`src/ueh_regs.svh`:
```
/*
  register indices, field positions, masks and reset values of the endpoint
  handshake control block. assumes a word-aligned apb slave where the byte
  address is four times the register index.
*/
`ifndef UEH_REGS_SVH
`define UEH_REGS_SVH

// ----------------------------------------------------------------------------
// bus geometry
// ----------------------------------------------------------------------------
`define UEH_ADDR_W        16
`define UEH_IDX_W         14

// ----------------------------------------------------------------------------
// register indices (byte address = index * 4)
// ----------------------------------------------------------------------------
`define UEH_IDX_CTL0      14'h1fa5
`define UEH_IDX_CTL1      14'h1fa4
`define UEH_IDX_CTL2      14'h1fa3
`define UEH_IDX_CTL3      14'h1fa2
`define UEH_IDX_FLG0      14'h1fdd
`define UEH_IDX_FLG1      14'h1fdc
`define UEH_IDX_FLG2      14'h1fdb
`define UEH_IDX_FLG3      14'h1fda
`define UEH_IDX_CFG       14'h1fa8

// ----------------------------------------------------------------------------
// control and acknowledge fields
// ----------------------------------------------------------------------------
`define UEH_BIT_DIR       7
`define UEH_BIT_DEND      6
`define UEH_BIT_STALL     5
`define UEH_BIT_TXRDY     4
`define UEH_CTL_MASK_EP0  8'hf0
`define UEH_CTL_MASK_DATA 8'h70

// ----------------------------------------------------------------------------
// service flag fields (ack bit n clears flag bit n)
// ----------------------------------------------------------------------------
`define UEH_FLG_STALL     3
`define UEH_FLG_SETUP     2
`define UEH_FLG_OUT       1
`define UEH_FLG_TXDONE    0
`define UEH_FLG_MASK_EP0  4'hf
`define UEH_FLG_MASK_DATA 4'hb
`define UEH_FLG_SETUP_VAL 4'h4

// ----------------------------------------------------------------------------
// configuration fields and reset values
// ----------------------------------------------------------------------------
`define UEH_CFG_ISO_LSB   0
`define UEH_CFG_IEN_LSB   4
`define UEH_RST_CTL       8'h00
`define UEH_RST_FLG       4'h0
`define UEH_RST_CFG       8'h00

`endif

```
`src/ueh_pkg.sv`:
```
/*
  types of the endpoint handshake control block: token, event and response
  carriers toward the serial engine, and the control endpoint phase.
  assumes the serial engine runs on the same clock as the block.
*/
package ueh_pkg;

  typedef enum logic [1:0] {tok_setup, tok_in, tok_out} ueh_tok_kind_t;

  typedef enum logic [2:0] {
    ev_setup_rx, ev_out_rx, ev_in_acked, ev_in_sent, ev_stall_sent
  } ueh_evt_kind_t;

  typedef enum logic [2:0] {
    rsp_accept, rsp_data, rsp_status_zlp, rsp_nak, rsp_stall
  } ueh_rsp_code_t;

  typedef enum logic [1:0] {ctl_idle, ctl_data, ctl_status} ueh_phase_t;

  typedef struct packed {
    logic          valid;
    logic [1:0]    ep;
    ueh_tok_kind_t kind;
  } ueh_tok_t;

  typedef struct packed {
    logic          valid;
    logic [1:0]    ep;
    ueh_evt_kind_t kind;
  } ueh_evt_t;

  typedef struct packed {
    logic          valid;
    logic [1:0]    ep;
    ueh_rsp_code_t code;
  } ueh_rsp_t;

endpackage

```
`src/ueh_ctrl.sv`:
```
/*
  endpoint handshake control: control endpoint zero and data endpoints one
  to three, with apb register access and token answers to the serial engine.
  assumes tokens and events come from logic on the same clock, one at a time.
*/
`timescale 1ns/1ps
`include "ueh_regs.svh"

module ueh_ctrl (
  input  wire logic                     clock,
  input  wire logic                     arst_n,
  input  wire logic                     psel,
  input  wire logic                     penable,
  input  wire logic                     pwrite,
  input  wire logic [`UEH_ADDR_W-1:0]   paddr,
  input  wire logic [31:0]              pwdata,
  output logic      [31:0]              prdata,
  output logic                          pready,
  output logic                          pslverr,
  input  wire ueh_pkg::ueh_tok_t        tok,
  input  wire ueh_pkg::ueh_evt_t        evt,
  output ueh_pkg::ueh_rsp_t             rsp,
  output logic      [3:0]               ep_irq
);
  import ueh_pkg::*;

  localparam logic [`UEH_IDX_W-1:0] CTL_IDX [4] = '{
    `UEH_IDX_CTL0, `UEH_IDX_CTL1, `UEH_IDX_CTL2, `UEH_IDX_CTL3};
  localparam logic [`UEH_IDX_W-1:0] FLG_IDX [4] = '{
    `UEH_IDX_FLG0, `UEH_IDX_FLG1, `UEH_IDX_FLG2, `UEH_IDX_FLG3};

  logic [`UEH_IDX_W-1:0] addr_idx;
  logic                  aligned;
  logic [3:0]            ctl_hit;
  logic [3:0]            flg_hit;
  logic                  cfg_hit;
  logic                  mapped;
  logic                  wr_en;
  logic [3:0]            ctl_wr;
  logic [7:0]            rd_data;
  logic [31:0]           prdata_reg;
  logic                  pslverr_reg;
  logic [7:0]            cfg_reg;
  logic [3:0][7:0]       ctl_q;
  logic [3:0][3:0]       flag_q;
  logic [3:0][3:0]       flag_nx;
  logic [3:0]            in_done;
  logic [3:0]            irq_reg;
  ueh_phase_t            phase_reg;
  ueh_phase_t            phase_next;
  ueh_rsp_t              rsp_reg;
  ueh_rsp_t              rsp_next;
  logic                  status_fin;

  // --------------------------------------------------------------------------
  // apb slave: zero wait states, read data captured in the setup cycle
  // --------------------------------------------------------------------------
  assign addr_idx = paddr[`UEH_ADDR_W-1:2];
  assign aligned  = (paddr[1:0] == 2'h0);
  assign cfg_hit  = aligned && (addr_idx == `UEH_IDX_CFG);
  assign mapped   = (|ctl_hit) || (|flg_hit) || cfg_hit;
  assign wr_en    = psel && penable && pwrite;
  assign pready   = 1'b1;
  assign prdata   = prdata_reg;
  assign pslverr  = pslverr_reg;

  always_comb begin
    for (int i = 0; i < 4; i++) begin
      ctl_hit[i] = aligned && (addr_idx == CTL_IDX[i]);
      flg_hit[i] = aligned && (addr_idx == FLG_IDX[i]);
      ctl_wr[i]  = wr_en && ctl_hit[i];
    end
  end

  // ack bits are never stored, so they read back as zero
  always_comb begin
    rd_data = 8'h00;
    for (int i = 0; i < 4; i++) begin
      if (ctl_hit[i]) begin
        rd_data = ctl_q[i];
      end
      if (flg_hit[i]) begin
        rd_data = {4'h0, flag_q[i]};
      end
    end
    if (cfg_hit) begin
      rd_data = cfg_reg;
    end
  end

  always_ff @(posedge clock or negedge arst_n) begin
    if (!arst_n) begin
      prdata_reg  <= 32'h0000_0000;
      pslverr_reg <= 1'b0;
    end else if (psel && !penable) begin
      prdata_reg  <= {24'h00_0000, rd_data};
      pslverr_reg <= !mapped;
    end
  end

  always_ff @(posedge clock or negedge arst_n) begin
    if (!arst_n) begin
      cfg_reg <= `UEH_RST_CFG;
    end else if (wr_en && cfg_hit) begin
      cfg_reg <= pwdata[7:0];
    end
  end

  // --------------------------------------------------------------------------
  // control endpoint phase
  // --------------------------------------------------------------------------
  assign status_fin = (phase_reg == ctl_status) && evt.valid && (evt.ep == 2'd0) &&
                      (ctl_q[0][`UEH_BIT_DIR] ? (evt.kind == ev_out_rx)
                                              : (evt.kind == ev_in_acked));

  always_comb begin
    phase_next = phase_reg;
    unique case (phase_reg)
      ctl_idle: begin
        phase_next = ctl_idle;
      end
      ctl_data: begin
        // last packet gone (or none queued): move to status
        if (ctl_q[0][`UEH_BIT_DEND] && !ctl_q[0][`UEH_BIT_TXRDY]) begin
          phase_next = ctl_status;
        end
      end
      ctl_status: begin
        if (status_fin) begin
          phase_next = ctl_idle;
        end
      end
    endcase
    if (evt.valid && (evt.ep == 2'd0) && (evt.kind == ev_setup_rx)) begin
      phase_next = ctl_data;
    end
  end

  always_ff @(posedge clock or negedge arst_n) begin
    if (!arst_n) begin
      phase_reg <= ctl_idle;
    end else begin
      phase_reg <= phase_next;
    end
  end

  // --------------------------------------------------------------------------
  // per-endpoint control bits, service flags and interrupt
  // --------------------------------------------------------------------------
  for (genvar g = 0; g < 4; g++) begin : g_ep
    localparam logic [7:0] CMASK = (g == 0) ? `UEH_CTL_MASK_EP0 : `UEH_CTL_MASK_DATA;
    localparam logic [3:0] FMASK = (g == 0) ? `UEH_FLG_MASK_EP0 : `UEH_FLG_MASK_DATA;
    logic [7:0] ctl_reg;
    logic [3:0] flag_reg;
    logic       hit;
    logic       iso;
    logic       set_setup;
    logic       set_out;
    logic       set_tx;
    logic       set_stall;

    assign hit       = evt.valid && (evt.ep == 2'(g));
    assign iso       = cfg_reg[`UEH_CFG_ISO_LSB + g];
    assign set_setup = (g == 0) && hit && (evt.kind == ev_setup_rx);
    assign set_out   = hit && (evt.kind == ev_out_rx);
    assign set_stall = hit && (evt.kind == ev_stall_sent);
    assign in_done[g] = hit && ((evt.kind == ev_in_acked) ||
                                (iso && (evt.kind == ev_in_sent)));
    // endpoint zero also completes on the OUT status of a control read
    assign set_tx    = in_done[g] || ((g == 0) && status_fin);
    assign ctl_q[g]  = ctl_reg;
    assign flag_q[g] = flag_reg;

    // a software write wins over the hardware clear of transmit-ready
    always_ff @(posedge clock or negedge arst_n) begin
      if (!arst_n) begin
        ctl_reg <= `UEH_RST_CTL;
      end else if (ctl_wr[g]) begin
        ctl_reg <= pwdata[7:0] & CMASK;
      end else if (in_done[g]) begin
        ctl_reg[`UEH_BIT_TXRDY] <= 1'b0;
      end
    end

    // clears first, then sets, so a same-cycle event is kept
    always_comb begin
      flag_nx[g] = flag_reg;
      if (ctl_wr[g]) begin
        flag_nx[g] = flag_nx[g] & ~(pwdata[3:0] & FMASK);
      end
      if (set_setup) begin
        flag_nx[g] = `UEH_FLG_SETUP_VAL;
      end else begin
        if (set_out) begin
          flag_nx[g][`UEH_FLG_OUT] = 1'b1;
        end
        if (set_tx) begin
          flag_nx[g][`UEH_FLG_TXDONE] = 1'b1;
        end
        if (set_stall) begin
          flag_nx[g][`UEH_FLG_STALL] = 1'b1;
        end
      end
    end

    always_ff @(posedge clock or negedge arst_n) begin
      if (!arst_n) begin
        flag_reg <= `UEH_RST_FLG;
      end else begin
        flag_reg <= flag_nx[g];
      end
    end

    always_ff @(posedge clock or negedge arst_n) begin
      if (!arst_n) begin
        irq_reg[g] <= 1'b0;
      end else begin
        irq_reg[g] <= cfg_reg[`UEH_CFG_IEN_LSB + g] && (|flag_nx[g]);
      end
    end
  end

  assign ep_irq = irq_reg;

  // --------------------------------------------------------------------------
  // token answers, one cycle after the token
  // --------------------------------------------------------------------------
  always_comb begin
    logic [7:0] c;
    logic [3:0] f;
    c = ctl_q[tok.ep];
    f = flag_q[tok.ep];
    rsp_next.valid = tok.valid;
    rsp_next.ep    = tok.ep;
    rsp_next.code  = rsp_nak;
    unique case (tok.kind)
      tok_setup: begin
        // an early setup is always taken on endpoint zero
        rsp_next.code = (tok.ep == 2'd0) ? rsp_accept : rsp_stall;
      end
      tok_in: begin
        if (c[`UEH_BIT_STALL]) begin
          rsp_next.code = rsp_stall;
        end else if (c[`UEH_BIT_TXRDY]) begin
          rsp_next.code = rsp_data;
        end else if ((tok.ep == 2'd0) && (phase_reg == ctl_status) &&
                     c[`UEH_BIT_DEND] && !c[`UEH_BIT_DIR]) begin
          rsp_next.code = rsp_status_zlp;
        end
      end
      tok_out: begin
        if (c[`UEH_BIT_STALL]) begin
          rsp_next.code = rsp_stall;
        end else if (f[`UEH_FLG_OUT] || ((tok.ep == 2'd0) && f[`UEH_FLG_SETUP])) begin
          rsp_next.code = rsp_nak;
        end else begin
          rsp_next.code = rsp_accept;
        end
      end
      default: begin
        rsp_next.code = rsp_nak;
      end
    endcase
  end

  always_ff @(posedge clock or negedge arst_n) begin
    if (!arst_n) begin
      rsp_reg <= '{valid: 1'b0, ep: 2'd0, code: rsp_nak};
    end else begin
      rsp_reg <= rsp_next;
    end
  end

  assign rsp = rsp_reg;
endmodule

```
`config.mk`:
```
export PLATFORM = sky130hd
export DESIGN_NAME = ueh_ctrl
export DESIGN_NICKNAME = d
export VERILOG_FILES = /design/src/ueh_pkg.sv /design/src/ueh_ctrl.sv
export VERILOG_INCLUDE_DIRS = /design/src
export SDC_FILE = /design/constraint.sdc
export NUM_CORES = 1
export LEC_CHECK = 0
export BUFFER_PORTS_ARGS = -buffer_cell sky130_fd_sc_hd__buf_4
export CAP_MARGIN = 20
export CORE_ASPECT_RATIO = 1.25
export CORE_MARGIN = 5
export CORE_UTILIZATION = 50
export DETAILED_ROUTE_END_ITERATION = 8
export GPL_ROUTABILITY_DRIVEN = 0
export PLACE_DENSITY = 0.88
export SLEW_MARGIN = 0
export SYNTH_ARGS = -nofsm -noshare
export SYNTH_HDL_FRONTEND = slang
export SYNTH_SLANG_ARGS = --single-unit
```
`constraint.sdc`:
```
create_clock -name clock -period 2.01 [get_ports clock]
set_input_delay 0.402 -clock clock [delete_from_list [all_inputs] [get_ports clock]]
set_output_delay 0.402 -clock clock [all_outputs]
set_load 0.01 [all_outputs]
```
# Word-level counts from Yosys, hierarchy flattened
# Index checks and enable logic that the tools add are counted.
[word_totals]
out_inout_bits = 44
wordCells = 183
reg_bits = 58
inputBits = 64
[op_classes]
eq_ne = 22
n_bitwise = 6
order_cmp = 1
n_mux = 52
reduce_logical = 79
[ops]
columns = ["cell", "n"]
rows = [
  ["14-bit by 13-bit == test with 1-bit output, second input constant", 9],
  ["8-bit two-way mux", 10],
  ["1-bit logical AND", 50],
  ["1-bit two-way mux", 24],
  ["4-bit OR reduction", 6],
  ["4-bit AND", 4],
  ["8-bit binary-select mux with 2-bit select", 1],
  ["4-bit two-way mux", 4],
  ["2-bit two-way mux", 6],
  ["3-bit two-way mux", 4],
  ["2-bit zero test", 5],
  ["3-bit one-hot mux with 3 select lines", 1],
  ["4-bit binary-select mux with 2-bit select", 1],
  ["2-bit == test, second input constant", 4],
  ["1-bit logical OR", 8],
  ["4-bit inverter", 2],
  ["2-bit nonzero test", 4],
  ["2-bit by 1-bit == test with 1-bit output, second input constant", 3],
  ["3-bit by 2-bit == test with 1-bit output, second input constant", 2],
  ["3-bit != test, second input constant", 2],
  ["2-bit one-hot mux with 3 select lines", 1],
  ["1-bit zero test", 4],
  ["3-bit by 1-bit == test with 1-bit output, second input constant", 1],
  ["3-bit == test, second input constant", 1],
  ["3 further kinds", 3],
]

# Longest topological paths before layout
# Gate-level depths: netlist (run 1).
[logic_depth]
depth_word = 11
depth_mapped = 7
depth_no_buf = 5

# Worst setup path after synthesis (run 1)
# Ideal clock, no wire load.
[synth_timing]
path_type = "input -> register"
startpoint = "input paddr[8]"
endpoint = "register irq_reg[0] (netlist: ep_irq[0])"
setup_time_ps = 129
slack_ps = 175
cell_stages = 7
t_arrival_ps = 1706
path_cell_list = "and4bb_2 -> buf_4 -> and4_1 -> buf_2 -> nand4_1 -> a22o_1 -> o41a_1"
[synth_via]
elab_chain_len = 8
word_cells_on_any_way = 12
cone_classes = "1 x eq/ne; 7 x mux; 4 x reduce/logical"
[synth_lines]
columns = ["item", "line", "rtl"]
rows = [
  ["start: declaration", "ueh_ctrl.sv:15", "input wire logic [`UEH_ADDR_W-1:0] paddr,"],
  ["14-bit by 13-bit == test with 1-bit output *", "ueh_ctrl.sv:69", "ctl_hit[i] = aligned && (addr_idx == CTL_IDX[i]);"],
  ["1-bit logical AND *", "ueh_ctrl.sv:69", ""],
  ["1-bit logical AND *", "ueh_ctrl.sv:71", "ctl_wr[i] = wr_en && ctl_hit[i];"],
  ["4-bit two-way mux *", "ueh_ctrl.sv:188", "if (ctl_wr[g]) begin"],
  ["1-bit two-way mux, on equally long branches", "ueh_ctrl.sv:197, ueh_ctrl.sv:194, ueh_ctrl.sv:200", ""],
  ["2-bit two-way mux / 1-bit two-way mux (equally long branches)", "ueh_ctrl.sv:191", "if (set_setup) begin"],
  ["4-bit OR reduction *", "ueh_ctrl.sv:218", "irq_reg[g] <= cfg_reg[`UEH_CFG_IEN_LSB + g] && (|flag_nx[g]);"],
  ["1-bit logical AND *", "ueh_ctrl.sv:218", ""],
  ["end signal: indexed assignment", "ueh_ctrl.sv:218", ""],
  ["end: declaration", "ueh_ctrl.sv:48", "logic [3:0] irq_reg;"],
]
# Every way passes the cells marked *; elsewhere a longest branch is shown, timed or not.
# A chain may end at the register's enable or synchronous reset.

==> results of run 1 <==
power groups by stage:
stage	clock network, mW	logic [mW]	registers [mW]
final	0.615	0.392	1.23
after detailed placement	0	0.384	1.25
after CTS	0.617	0.386	1.23
after global placement	0	0.371	1.25
after global routing	0.670	0.431	1.24
after floorplan	0	0.236	1.24
per-stage QoR:
stage	setup WS [ns]	power (mW)	hold WS, ns	cells	util [%]
detailed placement	-0.148	1.64	0.475	448	58.8
global route	0.117	2.34	0.178	456	60.3
global placement	-0.0646	1.62	0.467	448	58.8
floorplan	0.175	1.48	0.106	326	-
CTS	0.175	2.23	0.157	456	60.3
finish	0.210	2.24	0.121	456	60.3
synthesized netlist by cell type, drive strengths merged (3+ instances only):
master  number
dfrtp       53
nand2       35
buf         31
nand3       21
o21ai       18
mux2        17
mux2i       10
nor2b       10
nor3        10
nor2         8
inv          6
nand4        6
nand2b       5
o31ai        5
and3         4
and4         4
clkbuf       3
mux4         3
nand3b       3
nor3b        3
o21a         3
o31a         3
metal layers:
metal  up-vias  global-route usage, %  wire (um)
met4         0                   8.32        270
met5         -                      0          0
li1       1195                      -          -
met1      1309                   24.8       2980
met2       163                   36.0       4100
met3        33                   3.87        600
kinds of logic after synthesis:
group	after synthesis	synth area share (%)
AOI/OAI and AO/OA	54	12.6
buffers and inverters	41	8.39
DFF	55	44.7
muxes	30	11.6
other	2	0.243
and+or+nand+nor	121	22.5
cell type report:
class / instances / area share, %
multi-input combinational: 230 / 41.9
sequential: 55 / 37.6
timing repair buffer: 71 / 14.5
tap: 85 / 2.90
clock buffer: 6 / 1.98
inverter: 7 / 0.716
clock inverter: 2 / 0.375
path summary, 6_finish.rpt:
kind / startpoint / to / slack [ns] / depth (start not counted)
max in group asynchronous: arst_n / g_ep[1].flag_reg[1] / 1.44 / 1
worst min-delay path: arst_n / cfg_reg[3] / 0.12 / 1
min in group clock: tok[4] / rsp[5] / 0.19 / 1
worst max-delay path: paddr[8] / ep_irq[0] / 0.21 / 6
worst max register to register: g_ep[0].flag_reg[2] / rsp[0] / 0.31 / 5
worst min register to register: prdata[2] / prdata[2] / 0.49 / 2
worst max-delay path, stage by stage:
cell and delay (ns):
buf_4 0.11, and4bb_2 0.38, nand4_2 0.28, o211ai_1 0.28, o21ai_1 0.12, o41a_1 0.41
==> reports/qor.yml, run 1 <==
clock_tree:
  cts_tree: "done"
  htree_levels: 2
  ctsHoldBuffers: 0
  post_cts_buffers: 0
  root_buffer: "clkbuf_8"
  clkTransAtPathRegs_ns: 0.10
  clk_latency_ns: 0.31
  cts_sinks: 55
  clk_path_buf_depth: 2
  cts_resized: 0
  cts_made_buffers: 5
worst_setup_path:
  required_ns: 2.20
  start_kind: "input pin"
  end_kind: "flop"
  critPathMaxFanout: 9
  crit_arrival_ns: 1.99
  critical_path_class: "in -> reg"
power_and_ir_drop:
  power.internal_mw: 1.60
  p_comb_share_pct: 17.5
  ir_drop_v: 0.000442
  p_sw_mw: 0.643
  seqPwrFrac_pct: 55.0
  p_leak_nw: 1.72
  p_clk_share_pct: 27.5
  switching_share_pct: 28.7
  power.density_nw_per_um2: 611
route:
  ant_nets: 0
  routedWlPerCell_um: 17.5
  drtPass1Iterations: 5
  via_per_inst: 5.92
  wl_mm: 7.96
  vias: 2700
  route.detailed.drc: 0
  first_iter_violations: 277
sta:
  drv_slew: 0
  fmax_mhz: 555
  skew_ns: 0.0107
  fin_tns_setup_ns: 0
  hold_viol: 0
  tightestPinTransition_ns: 0.679
  setup_violations: 0
  layout_min_cycle_time_ns: 1.80
  grt_setup_unrepaired: "no"
  min_period_over_period_pct: 89.6
  relSlewSlack_pct: 54.7
placed_design:
  io_buffers: 58
  dpl.hpwl_mm: 6.24
  post_dp_cell_area_um2: 3580
cells_and_area:
  final_area_um2: 3670
  fillCellCount: 539
  seqCellArea_um2: 1380
  insertedDiodeCount: 0
  multi_input_area_um2: 1540
  area_growth_pct: 18.8
  mostFrequentLayoutCell: "buf_4"
  drive_gt1_share_pct: 29.9
  fin_nets: 434
  layout_common_cells: "buf_4, dfrtp_1, nand2_1"
yosys:
  synth-seq-cells: 55
  yosysSeqAreaShare_pct: 44.7
  synth_top_cell_area_share_pct: 42.9
  syn_avg_cell_area_um2: 10.2
  netlist_top_cells_area: "dfrtp_1, buf_4, mux2_2"
  ys.flop_type: "dfrtp_1"
  synth_cell_types: 60
  netlist_instances: 303
  synth_warnings: 0
  synth_edf_count: 0
  mappedNetlistArea_um2: 3090
  ys_async_sr_fraction_pct: 100
  synth_top_area_cell: "dfrtp_1"
global_route:
  grt_pass1_wl_mm: 12.9
  gr-total-overflow: 0
  antenna_found_initial: 0
  track_usage_pct: 20.7
  grt_pass1_vias: 2643
  grt_start_max_net_pins: 56
die:
  row_count: 32
  die_area_um2: 7860
  die_y_um: 97.9
  coreArea_um2: 6090
  die_w_um: 80.3
  io_pins: 108
  start_util_pct: 50.7
run:
  maxCapViolCount: 0
hold_path:
  hold_class: "in -> async"
status:
  status: "completed"
(Power assumes the default switching activity.)
==> inputs of run 2 (changes only) <==
CORE_UTILIZATION = 30   (was 50)
PLACE_DENSITY = 0.61   (was 0.88)
RECOVER_POWER = 50   (was default)
==> run 2 against run 1 <==
Effect of this change: non-clock buffer count is 9 higher; die area is 58% higher; setup slack better by 0.022 ns; clock power is 42% higher; maximum frequency is 1.2% higher; global-route usage is 6.5 points lower; flip-flop and latch count stayed put; count of clock-buffer cells in the layout is 1 lower; critical path type unchanged.
==> reports/qor.yml, run 2 (same netlist as run 1, synthesis figures left out) <==
worst_setup_path:
  reg2reg_slack_ns: 0.31  # about the same
  critPathMaxFanout: 9  # unchanged
  cp_top_family: "compound AO/OA/AOI/OAI gates"  # unchanged
  critPathMaxStageDelay_ns: 0.57  # was 0.41 ns
  crit_top_cell: "buf_4"
  worstPathCellList: "buf_4, and4_1, nand4_2, nor3_1, a2111oi_0, buf_4, o21ai_0"  # was buf_4, and4bb_2, nand4_2, o211ai_1, o21ai_1, o41a_1
  rr_startpoint: "g_ep[0].flag_reg[2]"  # unchanged
  end_kind: "flop"  # unchanged
  crit_arrival_ns: 1.94  # was 1.99 ns
  r2r_cells: 5  # unchanged
  start_kind: "input pin"  # unchanged
  critical_path_class: "in -> reg"  # unchanged
  required_ns: 2.17  # was 2.20 ns
  rr_endpoint: "rsp[0]"  # unchanged
  crit_buf_inv: 2  # was 1
  crit_slowest_cell: "a2111oi_0"  # was o41a_1
global_route:
  antenna_found_initial: 0  # unchanged
  grt_start_max_net_pins: 56  # unchanged
  grt_pass1_wl_mm: 13.5  # was 12.9 mm
  track_usage_pct: 14.2  # was 20.7%
  gr-total-overflow: 0  # unchanged
  grt_pass1_vias: 2634  # was 2643
route:
  wl_mm: 8.53  # was 7.96 mm
  vias: 2525  # was 2700
  routedWlPerCell_um: 16.8  # was 17.5 um
  ant_nets: 0  # unchanged
  first_iter_violations: 112  # was 277
  via_per_inst: 4.96  # was 5.92
  route.detailed.drc: 0  # unchanged
  drtPass1Iterations: 5  # unchanged
sta:
  grt_setup_unrepaired: "no"  # unchanged
  relSlewSlack_pct: 6.78  # was 54.7%
  layout_min_cycle_time_ns: 1.78  # was 1.80 ns
  min_period_over_period_pct: 88.5  # was 89.6%
  hold_viol: 0  # unchanged
  drv_slew: 0  # unchanged
  tightestPinTransition_ns: 1.40  # was 0.679 ns
  fmax_mhz: 562  # was 555 MHz
  setup_violations: 0  # unchanged
  skew_ns: 0.00521  # was 0.0107 ns
  setup_ws_ns: 0.231  # was 0.210 ns
cells_and_area:
  layout_common_cells: "buf_4, dfrtp_1, nand2_1"  # unchanged
  drive_gt1_share_pct: 29.7  # was 29.9%
  fin_nets: 443  # was 434
  area_growth_pct: 23.6  # was 18.8%
  mostFrequentLayoutCell: "buf_4"  # unchanged
  insertedDiodeCount: 0  # unchanged
  fin_cells: 509  # was 456
  final_area_um2: 3820  # was 3670 um^2
  utilization_pct: 37.8  # was 60.3%
clock_tree:
  clk_latency_ns: 0.30  # was 0.31 ns
  ctsHoldBuffers: 0  # unchanged
  htree_levels: 2  # unchanged
  cts_made_buffers: 5  # unchanged
  cts_resized: 0  # unchanged
  cts_sinks: 55  # unchanged
  clk_path_buf_depth: 2  # unchanged
  root_buffer: "clkbuf_16"  # was clkbuf_8
  cts_tree: "done"  # unchanged
  post_cts_buffers: 0  # unchanged
  clkTransAtPathRegs_ns: 0.07  # was 0.10 ns
hold_path:
  min_to: "rsp[5]"
  holdPathStages: 1
  hp-start: "tok[4]"
  hold_class: "in -> reg"  # was in -> async
run:
  maxCapViolCount: 0  # unchanged
die:
  die_y_um: 123  # was 97.9 um
  start_util_pct: 30.6  # was 50.7%
  die_area_um2: 12400  # was 7860 um^2
  coreArea_um2: 10100  # was 6090 um^2
  row_count: 41  # was 32
  io_pins: 108  # unchanged
  die_w_um: 101  # was 80.3 um
power_and_ir_drop:
  ir_drop_v: 0.000355  # was 0.000442 V
  power.density_nw_per_um2: 655  # was 611 nW/um^2
  p_leak_nw: 1.76  # was 1.72 nW
status:
  status: "completed"  # unchanged
placed_design:
  pre_cts_ws_ns: -0.118  # was -0.148 ns
  dpl.hpwl_mm: 6.84  # was 6.24 mm
  dp_cells: 501  # was 448
  post_dp_cell_area_um2: 3700  # was 3580 um^2
  io_buffers: 58  # unchanged
[run 2: changes by cell type in the layout (fill, tap and decap cells not counted), sizes merged]
cell | previous run | this run
clkbuf | 6 | 15
clkinvlp | 0 | 2
buf | 71 | 70
clkinv | 3 | 2
[run 2: through the flow]
stage,setup TNS [ns],power (mW),hold WS [ns]
2_1_floorplan,0,1.48,0.106
3_3_place_gp,-0.387,1.65,0.469
3_5_place_dp,-0.350,1.65,0.484
4_1_cts,0,2.53,0.189
5_1_grt,0,2.62,0.222
6_report,0,2.50,0.229
[run 2: metal layers]
layer  vias up  global-route usage (%)  wire [um]
li1       1210                       -          -
met3        22                    2.93        469
met4         0                    6.40        295
met2        74                    24.4       4300
met1      1219                    17.0       3470
met5         -                       0          0
[run 2: worst reg2reg max path, cell delays in order, from the launching register on]
cell     delay (ns)
dfrtp_1        0.39
or2_2          0.32
mux4_2         0.46
nor2b_1        0.14
o21a_1         0.18
a21o_1         0.16
[run 2: final cells by class]
cell class | instances | area (um^2)
multi-input combinational | 230 | 1540
tap | 129 | 161
clock buffer | 5 | 125
timing repair buffer | 80 | 568
fill | 1038 | 6290
sequential | 55 | 1380
clock inverter | 3 | 20.0
inverter | 7 | 26.3
[run 2: worst max path at each step]
stage / startpoint / slack (ns) / cells after the start / end
floorplan: paddr[8] / 0.17 / 7 / ep_irq[0]
global placement: paddr[13] / -0.16 / 7 / prdata[6]
detailed placement: paddr[13] / -0.12 / 7 / prdata[6]
finish: paddr[13] / 0.23 / 7 / prdata[6]
global route: paddr[13] / 0.05 / 7 / prdata[6]
CTS: paddr[13] / 0.20 / 7 / prdata[6]
[run 2: report_power, final]
| group | internal (mW) | leakage, nW | switching [mW] |
|---|---|---|---|
| registers | 1.18 | 0.717 | 0.0466 |
| clock network | 0.460 | 0.0658 | 0.413 |
| logic | 0.174 | 0.975 | 0.223 |
